<file path="src/design/reset_cause_defs.vh">
// register map, field positions, reset values and vectors of the reset-cause block
`ifndef RESET_CAUSE_DEFS_VH
`define RESET_CAUSE_DEFS_VH

// -----------------------------------------------------------------
// register offsets
// -----------------------------------------------------------------
`define OFF_CTRL        8'h00
`define OFF_STAT        8'h04
`define OFF_CFG         8'h08

// -----------------------------------------------------------------
// reset_control_reg field positions
// -----------------------------------------------------------------
`define BIT_POR         0
`define BIT_BOR         1
`define BIT_IDLE        2
`define BIT_SLEEP       3
`define BIT_WATCHDOG_TIMEOUT_FLAG        4
`define BIT_SOFTWARE_WATCHDOG_ENABLE      5
`define BIT_SWR         6
`define BIT_EXTERNAL_RESET_FLAG        7
`define LOW_VOLTAGE_LEVEL_LO         8
`define LOW_VOLTAGE_LEVEL_HI         11
`define BIT_LOW_VOLTAGE_DETECT_ENABLE       12
`define BIT_REFST       13
`define BIT_IOP         14
`define BIT_TRAP        15

// -----------------------------------------------------------------
// reset values and masks
// -----------------------------------------------------------------
`define CTRL_POR_VAL    16'h0003
`define CTRL_WMASK      16'hdfff
`define CFG_ERASED      1'b1
`define ZERO16          16'h0000

// -----------------------------------------------------------------
// restart addresses
// -----------------------------------------------------------------
`define VEC_RESET       24'h000000
`define VEC_CLKFAIL     24'h000004
`define PC_STEP         24'h000002

// -----------------------------------------------------------------
// power-save parameter and watchdog defaults
// -----------------------------------------------------------------
`define PSAV_IDLE       1'b1
`define WDT_WIDTH_DEF   16
`define WDT_TIMEOUT_DEF 16'h0400

`endif

</file>
<file path="src/design/reset_cause_watchdog_lvd_ctrl.v">
// reset-cause flags, restart vector selection, watchdog, low-voltage-detect and power-save control
`timescale 1ns/1ns
`include "reset_cause_defs.vh"

module reset_cause_watchdog_lvd_ctrl #(
	parameter                 WDT_WIDTH   = `WDT_WIDTH_DEF,
	parameter [WDT_WIDTH-1:0] WDT_TIMEOUT = `WDT_TIMEOUT_DEF
) (
	// clock and reset (reset is the power-on event)
	input  wire        clk,
	input  wire        reset,
	// register port
	input  wire [7:0]  regAddr,
	input  wire [15:0] regWdata,
	input  wire        regWrite,
	input  wire        regRead,
	output reg  [15:0] regRdata,
	// reset and trap events from sensors and core, one-cycle pulses
	input  wire        brownOutEvent,
	input  wire        softwareResetInstr,
	input  wire        trapLockupEvent,
	input  wire        illegalOpEvent,
	input  wire        clockFailEvent,
	// master reset pin, input only
	input  wire        masterResetPinN,
	// power save and wake
	input  wire        powerSaveInstr,
	input  wire [7:0]  powerSaveParam,
	input  wire        interruptWake,
	input  wire [23:0] interruptVector,
	input  wire [23:0] currentPc,
	// watchdog
	input  wire        wdtRcClk,
	input  wire        clearWatchdogInstr,
	// low-voltage detector analog side
	input  wire        referenceStableIn,
	input  wire        supplyBelowLevel,
	// outputs to core
	output reg         coreReset,
	output reg         restartLoad,
	output reg  [23:0] restartPc,
	output reg  [1:0]  powerState,
	output reg         watchdogTimeout,
	// outputs to low-voltage detector
	output wire [3:0]  lowVoltageLevel,
	output wire        lowVoltageEnable,
	output reg         lowVoltageEvent
);

	// -----------------------------------------------------------------
	// states
	// -----------------------------------------------------------------
	localparam [1:0] ST_RUN   = 2'h0;
	localparam [1:0] ST_SLEEP = 2'h1;
	localparam [1:0] ST_IDLE  = 2'h2;

	// -----------------------------------------------------------------
	// storage
	// -----------------------------------------------------------------
	reg [15:0]          ctrl_reg;
	reg [15:0]          ctrl_next;
	reg                 cfgEnable_reg;
	reg [1:0]           state_reg;
	reg [1:0]           state_next;
	reg [WDT_WIDTH-1:0] wdtCount_reg;
	reg [WDT_WIDTH-1:0] wdtCount_next;
	reg                 rcSync1_reg;
	reg                 rcSync2_reg;
	reg                 rcSync3_reg;
	reg                 pinPrev_reg;
	reg                 refStable_reg;

	// per-event working values
	reg [15:0]          evSet;
	reg [15:0]          evClr;
	reg                 evReset;
	reg                 evLoad;
	reg [23:0]          evPc;
	reg                 evWake;
	reg [15:0]          ctrlBase;

	wire                rcTick;
	wire                pinFall;
	wire                wdtEnabled;
	wire                wdtExpire;

	// -----------------------------------------------------------------
	// helpers
	// -----------------------------------------------------------------
	// clear first, then set, so a set always wins over a clear
	function [15:0] setClr;
		input [15:0] val;
		input [15:0] setMask;
		input [15:0] clrMask;
		begin
			setClr = (val & ~clrMask) | setMask;
		end
	endfunction

	function [15:0] bitMask;
		input integer pos;
		begin
			bitMask = `ZERO16;
			bitMask[pos] = 1'b1;
		end
	endfunction

	// -----------------------------------------------------------------
	// RC oscillator tick and pin edge
	// -----------------------------------------------------------------
	// the RC clock is sampled, so the watchdog stops if clk dies;
	// a true failing-clock watchdog would move this counter to wdtRcClk
	assign rcTick     = rcSync2_reg & ~rcSync3_reg;
	// pin is only sensed; no output driver exists for it
	assign pinFall    = pinPrev_reg & ~masterResetPinN;
	assign wdtEnabled = cfgEnable_reg | ctrl_reg[`BIT_SOFTWARE_WATCHDOG_ENABLE];
	assign wdtExpire  = wdtEnabled & rcTick & (wdtCount_reg == WDT_TIMEOUT);

	// -----------------------------------------------------------------
	// event decode, highest priority first
	// -----------------------------------------------------------------
	always @* begin
		evSet   = `ZERO16;
		evClr   = `ZERO16;
		evReset = 1'b0;
		evLoad  = 1'b0;
		evPc    = `VEC_RESET;
		evWake  = 1'b0;
		if (brownOutEvent) begin
			evSet   = bitMask(`BIT_BOR);
			evClr   = bitMask(`BIT_POR);
			evReset = 1'b1;
		end else if (pinFall) begin
			evReset = 1'b1;
			evSet   = bitMask(`BIT_EXTERNAL_RESET_FLAG);
			case (state_reg)
				ST_SLEEP: begin
					evSet = evSet | bitMask(`BIT_SLEEP);
					evClr = bitMask(`BIT_WATCHDOG_TIMEOUT_FLAG) | bitMask(`BIT_IDLE);
				end
				ST_IDLE: begin
					evSet = evSet | bitMask(`BIT_IDLE);
					evClr = bitMask(`BIT_WATCHDOG_TIMEOUT_FLAG) | bitMask(`BIT_SLEEP);
				end
				default: begin
					evClr = bitMask(`BIT_SWR) | bitMask(`BIT_WATCHDOG_TIMEOUT_FLAG)
						| bitMask(`BIT_IDLE) | bitMask(`BIT_SLEEP);
				end
			endcase
		end else if (wdtExpire && state_reg == ST_SLEEP) begin
			evSet  = bitMask(`BIT_WATCHDOG_TIMEOUT_FLAG) | bitMask(`BIT_SLEEP);
			evLoad = 1'b1;
			evPc   = currentPc + `PC_STEP;
			evWake = 1'b1;
		end else if (wdtExpire) begin
			evReset = 1'b1;
			evSet   = bitMask(`BIT_WATCHDOG_TIMEOUT_FLAG);
			evClr   = bitMask(`BIT_EXTERNAL_RESET_FLAG) | bitMask(`BIT_SWR)
				| bitMask(`BIT_IDLE) | bitMask(`BIT_SLEEP);
		end else if (trapLockupEvent) begin
			evReset = 1'b1;
			evSet   = bitMask(`BIT_TRAP);
		end else if (illegalOpEvent) begin
			evReset = 1'b1;
			evSet   = bitMask(`BIT_IOP);
		end else if (softwareResetInstr && state_reg == ST_RUN) begin
			evReset = 1'b1;
			evSet   = bitMask(`BIT_SWR);
			evClr   = bitMask(`BIT_EXTERNAL_RESET_FLAG) | bitMask(`BIT_WATCHDOG_TIMEOUT_FLAG)
				| bitMask(`BIT_IDLE) | bitMask(`BIT_SLEEP);
		end else if (interruptWake && state_reg != ST_RUN) begin
			evLoad = 1'b1;
			evPc   = interruptVector;
			evWake = 1'b1;
			if (state_reg == ST_SLEEP) begin
				evSet = bitMask(`BIT_SLEEP);
			end else begin
				evSet = bitMask(`BIT_IDLE);
			end
		end else if (clockFailEvent) begin
			evLoad = 1'b1;
			evPc   = `VEC_CLKFAIL;
		end
		if (evReset) begin
			evLoad = 1'b1;
			evPc   = `VEC_RESET;
		end
	end

	// -----------------------------------------------------------------
	// control register next value
	// -----------------------------------------------------------------
	always @* begin
		ctrlBase = ctrl_reg;
		if (regWrite && regAddr == `OFF_CTRL) begin
			// software may write every flag; the reference bit stays hardware-owned
			ctrlBase = (regWdata & `CTRL_WMASK) | (ctrl_reg & ~`CTRL_WMASK);
		end
		ctrl_next = setClr(ctrlBase, evSet, evClr);
	end

	// -----------------------------------------------------------------
	// power state
	// -----------------------------------------------------------------
	always @* begin
		state_next = state_reg;
		case (state_reg)
			ST_RUN: begin
				if (powerSaveInstr && !evReset && !evLoad) begin
					if (powerSaveParam[0] == `PSAV_IDLE) begin
						state_next = ST_IDLE;
					end else begin
						state_next = ST_SLEEP;
					end
				end
			end
			ST_SLEEP, ST_IDLE: begin
				if (evWake) begin
					state_next = ST_RUN;
				end
			end
			default: begin
				state_next = ST_RUN;
			end
		endcase
		if (evReset) begin
			state_next = ST_RUN;
		end
	end

	// -----------------------------------------------------------------
	// watchdog counter
	// -----------------------------------------------------------------
	always @* begin
		wdtCount_next = wdtCount_reg;
		if (evReset || evWake || clearWatchdogInstr || !wdtEnabled
			|| (powerSaveInstr && state_reg == ST_RUN)) begin
			wdtCount_next = {WDT_WIDTH{1'b0}};
		end else if (rcTick) begin
			if (wdtCount_reg == WDT_TIMEOUT) begin
				wdtCount_next = {WDT_WIDTH{1'b0}};
			end else begin
				wdtCount_next = wdtCount_reg + 1'b1;
			end
		end
	end

	// -----------------------------------------------------------------
	// registers
	// -----------------------------------------------------------------
	always @(posedge clk) begin
		if (reset) begin
			ctrl_reg        <= `CTRL_POR_VAL;
			cfgEnable_reg   <= `CFG_ERASED;
			state_reg       <= ST_RUN;
			wdtCount_reg    <= {WDT_WIDTH{1'b0}};
			rcSync1_reg     <= 1'b0;
			rcSync2_reg     <= 1'b0;
			rcSync3_reg     <= 1'b0;
			pinPrev_reg     <= 1'b1;
			refStable_reg   <= 1'b0;
			coreReset       <= 1'b1;
			restartLoad     <= 1'b1;
			restartPc       <= `VEC_RESET;
			powerState      <= ST_RUN;
			watchdogTimeout <= 1'b0;
			lowVoltageEvent <= 1'b0;
			regRdata        <= `ZERO16;
		end else begin
			ctrl_reg        <= ctrl_next;
			if (regWrite && regAddr == `OFF_CFG) begin
				cfgEnable_reg <= regWdata[0];
			end
			state_reg       <= state_next;
			wdtCount_reg    <= wdtCount_next;
			rcSync1_reg     <= wdtRcClk;
			rcSync2_reg     <= rcSync1_reg;
			rcSync3_reg     <= rcSync2_reg;
			pinPrev_reg     <= masterResetPinN;
			refStable_reg   <= referenceStableIn;
			coreReset       <= evReset;
			restartLoad     <= evLoad;
			if (evLoad) begin
				restartPc <= evPc;
			end
			powerState      <= state_next;
			watchdogTimeout <= wdtExpire;
			lowVoltageEvent <= ctrl_reg[`BIT_LOW_VOLTAGE_DETECT_ENABLE] & supplyBelowLevel;
			regRdata        <= `ZERO16;
			if (regRead) begin
				case (regAddr)
					`OFF_CTRL: begin
						regRdata             <= ctrl_reg;
						regRdata[`BIT_REFST] <= refStable_reg;
					end
					`OFF_STAT: begin
						regRdata <= {11'h0, state_reg, wdtEnabled, rcTick, cfgEnable_reg};
					end
					`OFF_CFG: begin
						regRdata <= {15'h0, cfgEnable_reg};
					end
					default: begin
						regRdata <= `ZERO16;
					end
				endcase
			end
		end
	end

	// -----------------------------------------------------------------
	// low-voltage detector controls
	// -----------------------------------------------------------------
	assign lowVoltageLevel  = ctrl_reg[`LOW_VOLTAGE_LEVEL_HI:`LOW_VOLTAGE_LEVEL_LO];
	assign lowVoltageEnable = ctrl_reg[`BIT_LOW_VOLTAGE_DETECT_ENABLE];

endmodule

</file>
<file path="config.mk">
export PLATFORM = sky130hd
export DESIGN_NAME = reset_cause_watchdog_lvd_ctrl
export DESIGN_NICKNAME = d
export VERILOG_FILES = /design/src/design/reset_cause_watchdog_lvd_ctrl.v
export VERILOG_INCLUDE_DIRS = /design/src /design/src/design
export SDC_FILE = /design/constraint.sdc
export NUM_CORES = 1
export LEC_CHECK = 0
export BUFFER_PORTS_ARGS = -buffer_cell sky130_fd_sc_hd__buf_2
export CAP_MARGIN = 20
export CORE_MARGIN = 2
export CORE_UTILIZATION = 50
export DETAILED_ROUTE_END_ITERATION = 8
export PLACE_DENSITY = 0.83
export SYNTH_ARGS = -nofsm -noshare
export SYNTH_HDL_FRONTEND = slang
export SYNTH_SLANG_ARGS = --single-unit
</file>
<file path="constraint.sdc">
create_clock -name clk -period 2.34 [get_ports clk]
set_input_delay 0.468 -clock clk [delete_from_list [all_inputs] [get_ports clk]]
set_output_delay 0.468 -clock clk [all_outputs]
set_load 0.1 [all_outputs]
</file>
# [After elaboration in Yosys (flattened, before gate mapping)]
# Cells that the tools add are included.
[classes] n_addsub=2 mul=0 div=0 order_cmp=0 eq_ne=7 n_shift=0 mux=60 bitwise=13 n_reduce_logical=23
[op_table] operator="2-to-1 mux 24 bit" n=9
[op_table] operator="2-to-1 mux 16 bit" n=9
[op_table] operator="one-hot mux 16 bit (3 select lines)" n=1
[op_table] operator="2-to-1 mux 8 bit" n=5
[op_table] operator="2-to-1 mux 1 bit" n=25
[op_table] operator="adder 24 x 2 -> 24 bit (second input constant)" n=1
[op_table] operator="adder 16 x 1 -> 16 bit (second input constant)" n=1
[op_table] operator="bitwise AND 16 bit" n=1
[op_table] operator="equality test 16 x 11 -> 1 bit (second input constant)" n=1
[op_table] operator="inverter 16 bit" n=1
[op_table] operator="OR 16 x 14 -> 16 bit" n=1
[op_table] operator="OR 16 bit" n=1
[op_table] operator="2-to-1 mux 15 bit" n=1
[op_table] operator="one-hot mux 7 bit (2 select lines)" n=1
[op_table] operator="equality test 8 x 3 -> 1 bit (second input constant)" n=1
[op_table] operator="equality test 8 x 4 -> 1 bit (second input constant)" n=1
[op_table] operator="logical AND 1 bit" n=8
[op_table] operator="logical NOT 8 bit" n=1
[op_table] operator="2-to-1 mux 4 bit" n=2
[op_table] operator="one-hot mux 4 bit (2 select lines)" n=1
[op_table] operator="OR reduction 2 bit" n=4
[op_table] operator="2-to-1 mux 7 bit" n=1
[op_table] operator="2-to-1 mux 2 bit" n=3
[op_table] operator="bitwise AND 1 bit" n=5
[op_table] operator="13 further kinds" n=20
[word_totals] reg_bits=84 latch_bits=0 ram_bits=0 romBits=0 input_bits=96 out_inout_bits=51 wordCells=120 memories=0

# [Depth between registers and ports, before layout]
[depth] word_depth=15 ltp_mapped=9 depth_no_buf=7

# [Least setup slack after synthesis]
# No wires, ideal clock.
[synth_timing] path_type="register to register" start="reg state_reg[0]" end="reg state_reg[0]" setup_time_ps=74 arrival_ps=2785 required_ps=2266 path_slack_ps=-519 stages_incl_launch_ff=9 n_path_buf=1 synth_period_minus_slack_ps=2859 path_cell_list="dfxtp_1 > inv_1 > ha_1 > buf_2 > nand2b_1 > or3_1 > a21oi_2 > a2bb2oi_1 > mux2i_1"
[synth_between] elab_chain_cells=15 word_cells_on_any_way=41 classes_between="4 x eq/ne; 25 x mux; 12 x reduce/logical"
[synth_lines] element="start, declared" line_no="reset_cause_watchdog_lvd_ctrl.v:63" rtl="reg [1:0] state_reg;"
[synth_lines] element="start signal, assigned" line_no="reset_cause_watchdog_lvd_ctrl.v:274" rtl="state_reg <= state_next;"
[synth_lines] element="nonzero test 2 bit" line_no="reset_cause_watchdog_lvd_ctrl.v:171" rtl="end else if (interruptWake && state_reg != ST_RUN) begin"
[synth_lines] element="logical AND 1 bit" line_no="reset_cause_watchdog_lvd_ctrl.v:171"
[synth_lines] element="2-to-1 mux 1 bit" line_no="reset_cause_watchdog_lvd_ctrl.v:171"
[synth_lines] element="2-to-1 mux 1 bit" line_no="reset_cause_watchdog_lvd_ctrl.v:166" rtl="end else if (softwareResetInstr && state_reg == ST_RUN) begin"
[synth_lines] element="2-to-1 mux 1 bit" line_no="reset_cause_watchdog_lvd_ctrl.v:163" rtl="end else if (illegalOpEvent) begin"
[synth_lines] element="2-to-1 mux 1 bit" line_no="reset_cause_watchdog_lvd_ctrl.v:160" rtl="end else if (trapLockupEvent) begin"
[synth_lines] element="2-to-1 mux 1 bit" line_no="reset_cause_watchdog_lvd_ctrl.v:155" rtl="end else if (wdtExpire) begin"
[synth_lines] element="2-to-1 mux 1 bit" line_no="reset_cause_watchdog_lvd_ctrl.v:150" rtl="end else if (wdtExpire && state_reg == ST_SLEEP) begin"
[synth_lines] element="2-to-1 mux 1 bit" line_no="reset_cause_watchdog_lvd_ctrl.v:133" rtl="end else if (pinFall) begin"
[synth_lines] element="2-to-1 mux 1 bit" line_no="reset_cause_watchdog_lvd_ctrl.v:129" rtl="if (brownOutEvent) begin"
[synth_lines] element="2-to-1 mux 1 bit" line_no="reset_cause_watchdog_lvd_ctrl.v:184" rtl="if (evReset) begin"
[synth_lines] element="logical NOT 1 bit" line_no="reset_cause_watchdog_lvd_ctrl.v:209" rtl="if (powerSaveInstr && !evReset && !evLoad) begin"
[synth_lines] element="logical AND 1 bit" line_no="reset_cause_watchdog_lvd_ctrl.v:209"
[synth_lines] element="!= test 2 x 1 -> 1 bit (no line)"
[synth_lines] element="AND reduction 2 bit (no line)"
# Several ways; a longest one is shown, not always the timed one.
# A chain may end at the register's enable or synchronous reset.

# [Worst setup path in the final report]
[layout_timing] start="reg wdtCount_reg[0]" end="reg restartPc[4]"
[layout_between] elab_chain_cells=7 word_cells_on_any_way=17 classes_between="1 x eq/ne; 14 x mux; 1 x bitwise; 1 x reduce/logical"
[layout_lines] element="start, declared" line_no="reset_cause_watchdog_lvd_ctrl.v:65" rtl="reg [WDT_WIDTH-1:0] wdtCount_reg;"
[layout_lines] element="start signal, assigned" line_no="reset_cause_watchdog_lvd_ctrl.v:256" rtl="wdtCount_reg <= {WDT_WIDTH{1'b0}};"
[layout_lines] element="start signal, assigned" line_no="reset_cause_watchdog_lvd_ctrl.v:275" rtl="wdtCount_reg <= wdtCount_next;"
[layout_lines] element="equality test 16 x 11 -> 1 bit (*)" line_no="reset_cause_watchdog_lvd_ctrl.v:117" rtl="assign wdtExpire = wdtEnabled & rcTick & (wdtCount_reg == WDT_TIMEOUT);"
[layout_lines] element="bitwise AND 1 bit (*)" line_no="reset_cause_watchdog_lvd_ctrl.v:117"
[layout_lines] element="2-to-1 mux 24 bit, or another cell as far along" line_no="reset_cause_watchdog_lvd_ctrl.v:155"
[layout_lines] element="2-to-1 mux 24 bit or 2-to-1 mux 1 bit (tied branches)" line_no="reset_cause_watchdog_lvd_ctrl.v:150"
[layout_lines] element="2-to-1 mux 24 bit or 2-to-1 mux 1 bit (tied branches)" line_no="reset_cause_watchdog_lvd_ctrl.v:133"
[layout_lines] element="2-to-1 mux 24 bit or 2-to-1 mux 1 bit (tied branches)" line_no="reset_cause_watchdog_lvd_ctrl.v:129"
[layout_lines] element="2-to-1 mux 24 bit or 2-to-1 mux 1 bit (tied branches)" line_no="reset_cause_watchdog_lvd_ctrl.v:184"
[layout_lines] element="end signal, assigned" line_no="reset_cause_watchdog_lvd_ctrl.v:264" rtl="restartPc <= `VEC_RESET;"
[layout_lines] element="end signal, assigned" line_no="reset_cause_watchdog_lvd_ctrl.v:284" rtl="restartPc <= evPc;"
[layout_lines] element="end, declared" line_no="reset_cause_watchdog_lvd_ctrl.v:41" rtl="output reg [23:0] restartPc,"
# Every way passes the cells marked *; elsewhere a longest branch is shown, timed or not.

==> results.json <==
{
  "status": "completed",
  "htreeDepth": 3,
  "antenna_found_initial": 0,
  "maxCapViolations": 0,
  "ys_ff_latch": 83,
  "post-route-drc-count": 0,
  "numCtsBuffers": 9,
  "period_share": 0.921,
  "drtIter0Drc": 161,
  "rsz0062_at_grt": "no",
  "synth_seq_area_share": 0.405,
  "syn_inst": 468,
  "multi_input_area_um2": 2280,
  "synth_async_sr_flop_share": 0,
  "grt_util_all_layers": 0.247,
  "antennaDiodeCount": 0,
  "grt_pass1_vias": 3697,
  "dr.pass1.iters": 4,
  "cts_tree": "built",
  "syn_area_um2": 4100,
  "postCtsSetupRepairBufs": 0,
  "arrival_ns": 2.39,
  "largest_register_ffs": 24,
  "worst_pin_slew_ns": 0.689,
  "fin_skew_ns": 0.00658,
  "drive_gt1_frac": 0.320,
  "fill_cells": 689,
  "dieHeight_um": 94.6,
  "die-width_um": 94.6,
  "synth-edff-count": 0,
  "syn_area_per_cell_um2": 8.77,
  "wirelength_mm": 11.0,
  "grt_max_degree": 18,
  "die_area_um2": 8950,
  "synth_fp_nets": 572,
  "hold_viol_final": 0,
  "clk_pin_slew_worst_paths_ns": 0.09,
  "regArea_um2": 1670,
  "overflow": 0,
  "crit_path_start_kind": "flip-flop",
  "hp-class": "in2reg",
  "ys.flop_type": "dfxtp_1",
  "clkSinkCount": 83,
  "required_ns": 2.58,
  "core-area_um2": 8090,
  "fmax_ghz": 0.464,
  "yosysWarnings": 0,
  "clockBufferDepth": 2,
  "vias_per_cell": 5.43,
  "avgRoutedWirePerCell_um": 15.2,
  "power_leakage_uw": 0.00219,
  "row_count": 33,
  "cp_max_fo": 11,
  "endpoint_kind": "flip-flop",
  "area_growth_pct": 26.2,
  "cts_root_buffer": "clkbuf_8",
  "ir_drop_mv": 0.311,
  "period_needed_ns": 2.15,
  "routed-via-count": 3950,
  "maxSlewViolCount": 0,
  "drtAntennaViolNets": 0,
  "initial_core_util": 0.507,
  "dp_hpwl_mm": 8.51,
  "relSlewSlack": 0.538,
  "ios": 147,
  "instances_no_fill": 727,
  "tns_ns": 0,
  "placed_cells": 711,
  "grt_pass1_wl_mm": 17.2,
  "finalSetupViolCount": 0,
  "num-nets-final": 721,
  "power.density_nw_per_um2": 510,
  "port_buffers": 138,
  "clock_latency_ns": 0.36,
  "crit_type": "reg2reg",
  "ys_types": 60,
  "gp_congestion": 0.858,
  "fin_util": 0.640
}
==> metrics by stage <==
| stage | total power [µW] | worst slack, ns | hold slack, ns | instance area, µm² |
|---|---|---|---|---|
| after floorplan | 1550 | 0.0507 | 0.406 | 4110 |
| after global placement | 1670 | 0.229 | 0.413 | 4980 |
| after detailed placement | 1680 | 0.194 | 0.425 | 4980 |
| after CTS | 2660 | 0.127 | 0.301 | 5170 |
| after global routing | 2730 | 0.0240 | 0.329 | 5180 |
| final | 2640 | 0.185 | 0.316 | 5180 |
==> layer usage <==
metal	GRT usage	vias to the layer above	wire length [µm]
met5	0	-	0
met2	0.416	177	5200
met1	0.305	1791	4690
met3	0.0551	19	921
li1	-	1963	-
met4	0.100	0	218
==> cells by family after synthesis <==
| kind of cell | count (synthesis) | share of synthesized area |
|---|---|---|
| buffers and inverters | 33 | 0.0396 |
| xor gates and xnor gates | 34 | 0.0726 |
| AOI/OAI and AO/OA | 90 | 0.148 |
| muxes | 22 | 0.0540 |
| DFF | 83 | 0.405 |
| and+or+nand+nor | 198 | 0.256 |
| adders and majority gates | 8 | 0.0244 |
==> final timing paths <==
check                                     start      endpoint  slack, ns  cells past startpoint
worst min-delay path            masterResetPinN   pinPrev_reg       0.32                      2
worst min register to register    refStable_reg  regRdata[13]       0.44                      1
worst max register to register  wdtCount_reg[0]  restartPc[4]       0.19                      7
worst max-delay path            wdtCount_reg[0]  restartPc[4]       0.19                      7
==> where the power goes <==
group,internal (µW),switching [µW]
Sequential,1420,4.14
Clock,457,536
Combinational,104,122
==> cell usage in the layout (no fill, tap or decap), drive strengths merged, types with 7 or more instances in the layout <==
cell type  netlist  final
buf             14    160
dfxtp           83     83
nor2            49     49
nand2           38     38
nand3           29     29
o21ai           27     27
mux2i           21     21
xnor2           20     20
a21oi           15     15
xor2            14     14
a22oi           14     14
nor3            14     14
and2            13     13
inv             11     13
nand4           10     10
clkbuf           8     10
nor2b            8      8
ha               8      8
a31oi            7      7
nor4             7      7
==> synth_stat cells (3+ instances only) <==
| master | number | area, µm² |
|---|---|---|
| xor2_1 | 14 | 123 |
| and3_1 | 5 | 31.3 |
| nor3_1 | 13 | 65.1 |
| nor4b_2 | 3 | 45.0 |
| o21ai_0 | 8 | 40.0 |
| a22oi_1 | 14 | 105 |
| nand2_1 | 36 | 135 |
| or2_2 | 3 | 18.8 |
| clkbuf_1 | 8 | 30.0 |
| ha_1 | 8 | 100 |
| a31oi_1 | 7 | 43.8 |
| and2_1 | 13 | 81.3 |
| nor2_1 | 48 | 180 |
| o21ai_1 | 19 | 95.1 |
| dfxtp_1 | 83 | 1660 |
| o31ai_1 | 3 | 22.5 |
| o211ai_1 | 5 | 37.5 |
| nor2b_1 | 8 | 50.1 |
| nand2b_1 | 5 | 31.3 |
| nand4_1 | 9 | 56.3 |
| buf_2 | 7 | 35.0 |
| mux2i_1 | 21 | 210 |
| a21oi_1 | 14 | 70.1 |
| a211oi_1 | 3 | 22.5 |
| nand3_1 | 29 | 145 |
| inv_1 | 11 | 41.3 |
| xnor2_1 | 20 | 175 |
| and4_1 | 3 | 26.3 |
| buf_4 | 4 | 30.0 |
| or3_1 | 3 | 18.8 |
| nor4_1 | 5 | 31.3 |
==> layout make-up <==
type | count | share of cell area
multi-input combinational | 352 | 0.441
sequential | 83 | 0.322
timing repair buffer | 160 | 0.165
clock buffer | 10 | 0.0288
tap | 105 | 0.0254
clock inverter | 6 | 0.00894
inverter | 11 | 0.00798
==> critical path: stages (launching register included) <==
cell and delay, ns:
dfxtp_1 0.34, inv_1 0.12, ha_1 0.16, nor4b_2 0.34, and4_4 0.41, a211oi_2 0.15
nor2_1 0.36, o31ai_1 0.14
==> what timing repair did <==
| action | CTS | global route |
|---|---|---|
| endpoints found under the setup margin | 0 | 9 |
| hold buffers | 0 | 0 |
| gates resized for setup | 0 | 1 |
Power figures use the tool's default switching activity.
